## src/common/fsq_regs_defs.svh

```systemverilog
// Offsets, field positions, reset values and timing figures of the sequencer register bank
`ifndef FSQ_REGS_DEFS_SVH
`define FSQ_REGS_DEFS_SVH

`define FSQ_ADDR_W          32
`define FSQ_OFS_CLK_NOTIFY  32'hFFA100E4
`define FSQ_OFS_ECC_MON     32'hFFA10100
`define FSQ_OFS_ECC_TMD     32'hFFA10104
`define FSQ_OFS_DUMMY       32'hFFA10108
`define FSQ_OFS_FW_SEL      32'hFFC59008
`define FSQ_OFS_MODE_ENTRY  32'hFFA10200
`define FSQ_OFS_STATUS      32'hFFA10204
`define FSQ_OFS_WORK        32'hFFA10208

`define FSQ_KEY_FREQ        8'h1E
`define FSQ_KEY_ECC         8'hA6
`define FSQ_MODE_CODE       16'h0001
`define FSQ_MODE_DATA       16'h0080
`define FSQ_MODE_READ       16'h0000

`define FSQ_FREQ_MAX        8'h64
`define FSQ_TMD_RST         16'h0030
`define FSQ_DUMMY_RST       10'h3FF
`define FSQ_MON_RST         16'hFFFF
`define FSQ_MON_RSV         6'h3F

`define FSQ_BIT_CVE         5
`define FSQ_BIT_DVE         4
`define FSQ_BIT_EDIS        0
`define FSQ_BIT_RDY         7

`define FSQ_FW_LO           32'h00017000
`define FSQ_FW_HI           32'h00017FFF
`define FSQ_FW_ALT_LO       32'h01037000
`define FSQ_FW_ALT_HI       32'h01037FFF

// Base work of one command, in microseconds; cycles derived from notified MHz
`define FSQ_WORK_US         8'h02
`endif

```

## src/common/fsq_regs_pkg.sv

```systemverilog
// Types of the sequencer register bank
package fsq_regs_pkg;
    typedef enum logic [1:0] {FSQ_READ, FSQ_CODE, FSQ_DATA} fsq_mode_e;
    typedef enum logic [1:0] {FSQ_IDLE, FSQ_RUN} fsq_state_e;
    typedef struct packed {
        logic       code_verify_ecc_area_en;
        logic       data_verify_ecc_area_en;
        logic       encoder_disable;
    } fsq_tmd_s;
    typedef struct packed {
        logic       parity;
        logic [8:0] ecc;
    } fsq_check_s;
    typedef logic [15:0] fsq_word_t;
endpackage : fsq_regs_pkg

```

## src/rtl/fsq_regs.sv

```systemverilog
// Sequencer clock notify, ECC test and firmware map register bank
`timescale 1ns/1ns
`include "fsq_regs_defs.svh"
module fsq_regs
    import fsq_regs_pkg::*;
(
    input  wire logic                   CLK,
    input  wire logic                   ARST_N,
    input  wire logic [31:0]            ADDR,
    input  wire logic [15:0]            WDATA,
    input  wire logic                   WR,
    input  wire logic                   RD,
    output logic      [15:0]            RDATA,
    input  wire logic                   SERIAL_BOOT,
    input  wire logic                   CMD_START,
    input  wire logic [8:0]             CODE_ECC_IN,
    input  wire logic                   CODE_PARITY_IN,
    input  wire logic [6:0]             DATA_ECC_IN,
    input  wire logic [31:0]            FETCH_ADDR,
    output logic                        READY,
    output logic      [9:0]             WRITE_CHECK,
    output logic                        VERIFY_ECC_AREA,
    output logic                        FW_HIT,
    output logic                        FW_ALT_HIT
);

    logic       [7:0]   notified_freq_mhz;
    fsq_tmd_s           tmd;
    fsq_check_s         dummy;
    logic               firmware_map_sel;
    logic       [1:0]   boot_wait;
    fsq_mode_e          mode;
    fsq_state_e         state;
    logic       [15:0]  work_cnt;
    logic       [15:0]  work_cycles;
    logic               sequencer_ready_flag;
    logic               boot_s1;
    logic               boot_s2;
    logic               start_s1;
    logic               start_s2;
    logic               start_s3;
    fsq_word_t          monitor;
    fsq_word_t          next_rdata;
    logic               wr_freq;
    logic               wr_tmd;

    // A select on a macro literal is not legal, so the reset word gets a name first
    localparam fsq_word_t tmd_rst = `FSQ_TMD_RST;

    // Plain address compare, shared by every register decode
    function automatic logic hit(input logic [31:0] a, input logic [31:0] ofs);
        hit = (a == ofs);
    endfunction : hit

    function automatic logic in_range(input logic [31:0] a, input logic [31:0] lo,
                                      input logic [31:0] hi);
        in_range = (a >= lo) && (a <= hi);
    endfunction : in_range

    // Pins from outside the clock domain
    always_ff @(posedge CLK or negedge ARST_N) begin
        if (!ARST_N) begin
            boot_s1  <= 1'b0;
            boot_s2  <= 1'b0;
            start_s1 <= 1'b0;
            start_s2 <= 1'b0;
            start_s3 <= 1'b0;
        end else begin
            boot_s1  <= SERIAL_BOOT;
            boot_s2  <= boot_s1;
            start_s1 <= CMD_START;
            start_s2 <= start_s1;
            start_s3 <= start_s2;
        end
    end

    assign sequencer_ready_flag = (state == FSQ_IDLE);
    assign wr_freq = WR && hit(ADDR, `FSQ_OFS_CLK_NOTIFY) && sequencer_ready_flag
                     && (WDATA[15:8] == `FSQ_KEY_FREQ);
    assign wr_tmd  = WR && hit(ADDR, `FSQ_OFS_ECC_TMD) && (WDATA[15:8] == `FSQ_KEY_ECC);

    always_ff @(posedge CLK or negedge ARST_N) begin
        if (!ARST_N) begin
            notified_freq_mhz <= `FSQ_FREQ_MAX;
        end else if (wr_freq) begin
            notified_freq_mhz <= WDATA[7:0];
        end
    end

    always_ff @(posedge CLK or negedge ARST_N) begin
        if (!ARST_N) begin
            tmd.code_verify_ecc_area_en <= tmd_rst[`FSQ_BIT_CVE];
            tmd.data_verify_ecc_area_en <= tmd_rst[`FSQ_BIT_DVE];
            tmd.encoder_disable         <= tmd_rst[`FSQ_BIT_EDIS];
        end else if (wr_tmd) begin
            tmd.code_verify_ecc_area_en <= WDATA[`FSQ_BIT_CVE];
            tmd.data_verify_ecc_area_en <= WDATA[`FSQ_BIT_DVE];
            tmd.encoder_disable         <= WDATA[`FSQ_BIT_EDIS];
        end
    end

    always_ff @(posedge CLK or negedge ARST_N) begin
        if (!ARST_N) begin
            dummy <= `FSQ_DUMMY_RST;
        end else if (WR && hit(ADDR, `FSQ_OFS_DUMMY)) begin
            dummy <= WDATA[9:0];
        end
    end

    always_ff @(posedge CLK or negedge ARST_N) begin
        if (!ARST_N) begin
            mode <= FSQ_READ;
        end else if (WR && hit(ADDR, `FSQ_OFS_MODE_ENTRY)) begin
            case (WDATA)
                `FSQ_MODE_CODE: mode <= FSQ_CODE;
                `FSQ_MODE_DATA: mode <= FSQ_DATA;
                `FSQ_MODE_READ: mode <= FSQ_READ;
                default:        mode <= mode;
            endcase
        end
    end

    // strap caught after release
    // The synchroniser is cleared by reset, so the strap is only valid at the third edge
    always_ff @(posedge CLK or negedge ARST_N) begin
        if (!ARST_N) begin
            firmware_map_sel <= 1'b0;
            boot_wait        <= 2'h0;
        end else if (boot_wait != 2'h3) begin
            boot_wait <= boot_wait + 2'h1;
            if (boot_wait == 2'h2) begin
                firmware_map_sel <= boot_s2;
            end
        end else if (WR && hit(ADDR, `FSQ_OFS_FW_SEL)) begin
            firmware_map_sel <= WDATA[0];
        end
    end

    assign work_cycles = 16'(notified_freq_mhz) * 16'(`FSQ_WORK_US);

    always_ff @(posedge CLK or negedge ARST_N) begin
        if (!ARST_N) begin
            state    <= FSQ_IDLE;
            work_cnt <= 16'h0000;
        end else begin
            case (state)
                FSQ_IDLE: begin
                    if (start_s2 && !start_s3 && mode != FSQ_READ) begin
                        state    <= FSQ_RUN;
                        work_cnt <= work_cycles;
                    end
                end
                FSQ_RUN: begin
                    if (work_cnt <= 16'h0001) begin
                        state <= FSQ_IDLE;
                    end
                    work_cnt <= work_cnt - 16'h0001;
                end
                default: state <= FSQ_IDLE;
            endcase
        end
    end

    always_comb begin
        monitor = `FSQ_MON_RST;
        if (mode == FSQ_CODE) begin
            monitor = {`FSQ_MON_RSV, CODE_PARITY_IN, CODE_ECC_IN};
        end else if (mode == FSQ_DATA) begin
            monitor = {`FSQ_MON_RSV, 3'h7, DATA_ECC_IN};
        end
    end

    always_comb begin
        next_rdata = 16'h0000;
        if (hit(ADDR, `FSQ_OFS_CLK_NOTIFY)) begin
            next_rdata = {8'h00, notified_freq_mhz};
        end else if (hit(ADDR, `FSQ_OFS_ECC_MON)) begin
            next_rdata = monitor;
        end else if (hit(ADDR, `FSQ_OFS_ECC_TMD)) begin
            next_rdata = {10'h000, tmd.code_verify_ecc_area_en, tmd.data_verify_ecc_area_en,
                          3'h0, tmd.encoder_disable};
        end else if (hit(ADDR, `FSQ_OFS_DUMMY)) begin
            next_rdata = {`FSQ_MON_RSV, dummy};
        end else if (hit(ADDR, `FSQ_OFS_FW_SEL)) begin
            next_rdata = {15'h0000, firmware_map_sel};
        end else if (hit(ADDR, `FSQ_OFS_STATUS)) begin
            next_rdata = 16'(sequencer_ready_flag) << `FSQ_BIT_RDY;
        end
    end

    always_ff @(posedge CLK or negedge ARST_N) begin
        if (!ARST_N) begin
            RDATA <= 16'h0000;
        end else begin
            RDATA <= RD ? next_rdata : 16'h0000;
        end
    end

    always_ff @(posedge CLK or negedge ARST_N) begin
        if (!ARST_N) begin
            WRITE_CHECK     <= 10'h3FF;
            VERIFY_ECC_AREA <= 1'b0;
            READY           <= 1'b1;
        end else begin
            READY <= sequencer_ready_flag;
            if (mode == FSQ_DATA) begin
                WRITE_CHECK     <= {3'h7, tmd.encoder_disable ? dummy.ecc[6:0] : DATA_ECC_IN};
                VERIFY_ECC_AREA <= tmd.data_verify_ecc_area_en;
            end else begin
                WRITE_CHECK     <= tmd.encoder_disable ? dummy : {CODE_PARITY_IN, CODE_ECC_IN};
                VERIFY_ECC_AREA <= tmd.code_verify_ecc_area_en;
            end
        end
    end

    always_ff @(posedge CLK or negedge ARST_N) begin
        if (!ARST_N) begin
            FW_HIT     <= 1'b0;
            FW_ALT_HIT <= 1'b0;
        end else begin
            FW_HIT     <= firmware_map_sel && in_range(FETCH_ADDR, `FSQ_FW_LO, `FSQ_FW_HI);
            FW_ALT_HIT <= !firmware_map_sel
                          && in_range(FETCH_ADDR, `FSQ_FW_ALT_LO, `FSQ_FW_ALT_HI);
        end
    end

endmodule : fsq_regs

```

## config.mk

```make
export PLATFORM = sky130hd
export DESIGN_NAME = fsq_regs
export DESIGN_NICKNAME = d
export VERILOG_FILES = /design/src/common/fsq_regs_pkg.sv /design/src/rtl/fsq_regs.sv
export VERILOG_INCLUDE_DIRS = /design/src /design/src/common
export SDC_FILE = /design/constraint.sdc
export NUM_CORES = 1
export LEC_CHECK = 0
export ABC_CLOCK_PERIOD_IN_PS = 4050
export BUFFER_PORTS_ARGS = -buffer_cell sky130_fd_sc_hd__buf_2
export CAP_MARGIN = 25
export CORE_AREA = 2 2 85 87
export CTS_BUF_LIST = sky130_fd_sc_hd__clkbuf_8
export CTS_CLUSTER_DIAMETER = 30
export DETAILED_ROUTE_END_ITERATION = 12
export DIE_AREA = 0 0 87 89
export MAX_ROUTING_LAYER = met4
export PLACE_DENSITY = 0.84
export SLEW_MARGIN = 20
export SYNTH_ARGS = -nofsm -noshare
export SYNTH_HDL_FRONTEND = slang
export SYNTH_SLANG_ARGS = --single-unit
```

## constraint.sdc

```tcl
create_clock -name CLK -period 4.05 [get_ports CLK]
set_input_delay 1.215 -clock CLK [delete_from_list [all_inputs] [get_ports CLK]]
set_output_delay 1.215 -clock CLK [all_outputs]
set_load 0.02 [all_outputs]
```

==> results.sh <==
export IMPL_status="complete, no violations"
export IMPL_cp_common_cell="or4_1"
export IMPL_synth_compound_area_share_pct=12.6
export IMPL_power_w=0.00185
export IMPL_crit_type="in -> reg"
export IMPL_grt_ovfl_total=0
export IMPL_power_density_nw_per_um2=404
export IMPL_arrival_ns=3.52
export IMPL_io_buffers=120
export IMPL_grt_pass1_wl_um=15700
export IMPL_finalMaxSlewViolations=0
export IMPL_hold_path_depth=0
export IMPL_post_cts_buffers=0
export IMPL_cts_resized=0
export IMPL_mostFrequentLayoutCell="buf_2"
export IMPL_cp_required_ns=4.29
export IMPL_yosys_warnings=0
export IMPL_critPathSlowestCell="or4_1"
export IMPL_wl_um=9570
export IMPL_post_dp_hpwl_um=7220
export IMPL_die_area_um2=7740
export IMPL_detail_route_wl_per_cell_um=17.5
export IMPL_synth_cell_types=57
export IMPL_die_w_um=87
export IMPL_drc_errors=0
export IMPL_drtIter0Drc=198
export IMPL_ff2ff_path_depth=5
export IMPL_top_layer="met4"
export IMPL_synth_top_family_by_area="simple AND/OR/NAND/NOR gates"
export IMPL_fin_crit_ns=3.27
export IMPL_max_freq_mhz=305
export IMPL_cts_hold_buf=0
export IMPL_grt_use_total_pct=26.9
export IMPL_ys_seq_area_share_pct=49.9
export IMPL_ys_ff_latch=73
export IMPL_path_cells="buf_2, or4_1, or4_1, nor3_4, a21oi_1, a221oi_2"
export IMPL_synth_fp_nets=454
export IMPL_finalSetupViolations=0
export IMPL_firstDrtPassIters=4
export IMPL_clock_skew_ns=0.0172
export IMPL_cts_sinks=73
export IMPL_rows=30
export IMPL_gp_congestion=0.974
export IMPL_cts_tree="yes"
export IMPL_antenna_cells=0
export IMPL_rsz0062_at_grt="false"
export IMPL_area_growth_pct=22.8
export IMPL_die_h_um=89
export IMPL_initial_core_util_pct=55.5
export IMPL_worstSkewPairLatency_ns=0.35
export IMPL_rrSetupSlack_ns=1.64
export IMPL_critPathMaxFanout=10
export IMPL_htreeDepth=3
export IMPL_finalSetupTns_ns=0
export IMPL_synth_area_top_cells="dfrtp_1, dfstp_2, mux2_1, mux2i_1, nand2_1"
export IMPL_numCtsBuffers=9
export IMPL_maxSlewHeadroom_pct=42.7
export IMPL_cts_clk_slew_worst_paths_ns=0.08
export IMPL_synthCells=347
export IMPL_peakVddDrop_uv=191
export IMPL_antenna_left=0
export IMPL_finalCritPeriodShare_pct=80.9
export IMPL_tightest_slew_ns=0.860
export IMPL_clockRootBuffer="clkbuf_8"
export IMPL_yosysTopAreaCell="dfrtp_1"
export IMPL_wl_met3_um=727
export IMPL_yosys_area_share_simple_pct=21.9
export IMPL_cp_top_family="simple AND/OR/NAND/NOR gates"
export IMPL_hold_viol_final=0
export IMPL_r2r_start="work_cnt[2]$_DFFE_PN0P_"
export IMPL_drive_above_1_share_pct=37.6
export IMPL_final_cell_mix="buf_2, dfrtp_1, dfstp_2, nand2_1, mux2_1"
export IMPL_min_path_type="reg -> reg"
export IMPL_cp_start_kind="primary input"
export IMPL_clockBufferDepth=2
export IMPL_r2r_end="work_cnt[13]$_DFFE_PN0P_"
export IMPL_wl_met2_um=4720
export IMPL_crit_end="RDATA[7]$_DFF_PN0_"
export IMPL_yosys_area_share_xor_xnor_pct=0.235
export IMPL_nNetsFinal=570
export IMPL_synthAdderAreaFrac_pct=1.34
export IMPL_critPathCaptureType="register"
export IMPL_io_pins=133
export IMPL_syn_area_um2=3730
export IMPL_async_reset_ff_share_pct=100
export IMPL_cp_startpoint="ADDR[5]"
export IMPL_core_um2=6720
export IMPL_via_per_inst=6.07
export IMPL_wl_met1_um=3900
export IMPL_crit_buf_inv=1
export IMPL_grt_pass1_vias=3313
export IMPL_p_leak_nw=2.21
export IMPL_crit_cells=6
export IMPL_grt_max_degree=40
export IMPL_cpPeakStageDelay_ns=0.65
export IMPL_antenna_found_initial=0
export IMPL_synth_edf_count=0
export IMPL_synth_top_cell_area_share_pct=31.5
export IMPL_synth_mux_area_share_pct=10.4
export IMPL_vias=3329
export IMPL_ys_flop_type="dfrtp_1"
export IMPL_maxCapViolations=0
export IMPL_synth_area_per_cell_um2=10.7
==> worst min-delay path by stage <==
stage	from	endpoint	slack (ns)
after floorplan	boot_s1$_DFF_PN0_	boot_s2$_DFF_PN0_	0.33
after global placement	boot_s1$_DFF_PN0_	boot_s2$_DFF_PN0_	0.34
after detailed placement	start_s1$_DFF_PN0_	start_s2$_DFF_PN0_	0.34
after CTS	start_s1$_DFF_PN0_	start_s2$_DFF_PN0_	0.36
after global routing	start_s1$_DFF_PN0_	start_s2$_DFF_PN0_	0.36
final	start_s1$_DFF_PN0_	start_s2$_DFF_PN0_	0.35
==> report_power, final <==
part	switching (W)	internal, W	leakage [nW]	total, W
sequential	0.0000923	0.000813	0.856	0.000906
clock	0.000285	0.000353	0.115	0.000638
combinational	0.000165	0.000141	1.24	0.000306
==> metrics by stage <==
stage	setup slack [ns]	cell area (um^2)	instances	utilization [%]	hold WS (ns)
2_1_floorplan	0.778	3730	347	-	0.331
3_3_place_gp	0.563	4350	532	64.8	0.339
3_5_place_dp	0.470	4350	532	64.8	0.336
4_1_cts	0.825	4580	548	68.1	0.356
5_1_grt	0.719	4580	548	68.1	0.362
6_report	0.775	4580	548	68.1	0.352
==> synth_stat cells (all sizes together), types with 8 or more instances <==
cell / n
nor3: 13
buf: 8
nand4: 9
nor4: 13
clkbuf: 9
mux2i: 14
nor2: 18
mux2: 22
nand2: 26
or4: 8
a21oi: 11
dfstp: 26
dfrtp: 47
o21ai: 17
inv: 13
nand3: 14
==> cells by family (layout without fill, tap and decap cells) <==
| logic type | after synthesis | in the layout |
|---|---|---|
| AND/OR/NAND/NOR | 135 | 135 |
| flip-flops | 73 | 73 |
| AO/OA/AOI/OAI | 68 | 68 |
| multiplexers | 36 | 36 |
| buffers and inverters | 30 | 151 |
| adder cells (fa/ha/maj) | 4 | 4 |
| XOR/XNOR | 1 | 1 |
==> layer usage <==
layer	vias to the layer above	GRT usage, %
li1	1559	-
met1	1585	34.0
met2	160	43.2
met3	25	5.36
met4	0	9.80
met5	-	-
==> layout make-up <==
| type | count | area [um^2] |
|---|---|---|
| Clock buffer | 9 | 124 |
| Clock inverter | 7 | 100 |
| Fill cell | 502 | 2140 |
| Inverter | 13 | 48.8 |
| Multi-Input combinational cell | 244 | 1730 |
| Sequential cell | 73 | 1860 |
| Tap cell | 80 | 100 |
| Timing Repair Buffer | 122 | 616 |
==> registers in the layout, indices dropped and copies added (netlist names), 2 cells and up <==
| register | count |
|---|---|
| tmd | 3 |
| work_cnt | 16 |
| dummy | 10 |
| mode | 2 |
| boot_wait | 2 |
| WRITE_CHECK | 10 |
| notified_freq_mhz | 8 |
| RDATA | 11 |
No activity file was read; power rests on OpenSTA's default activity.
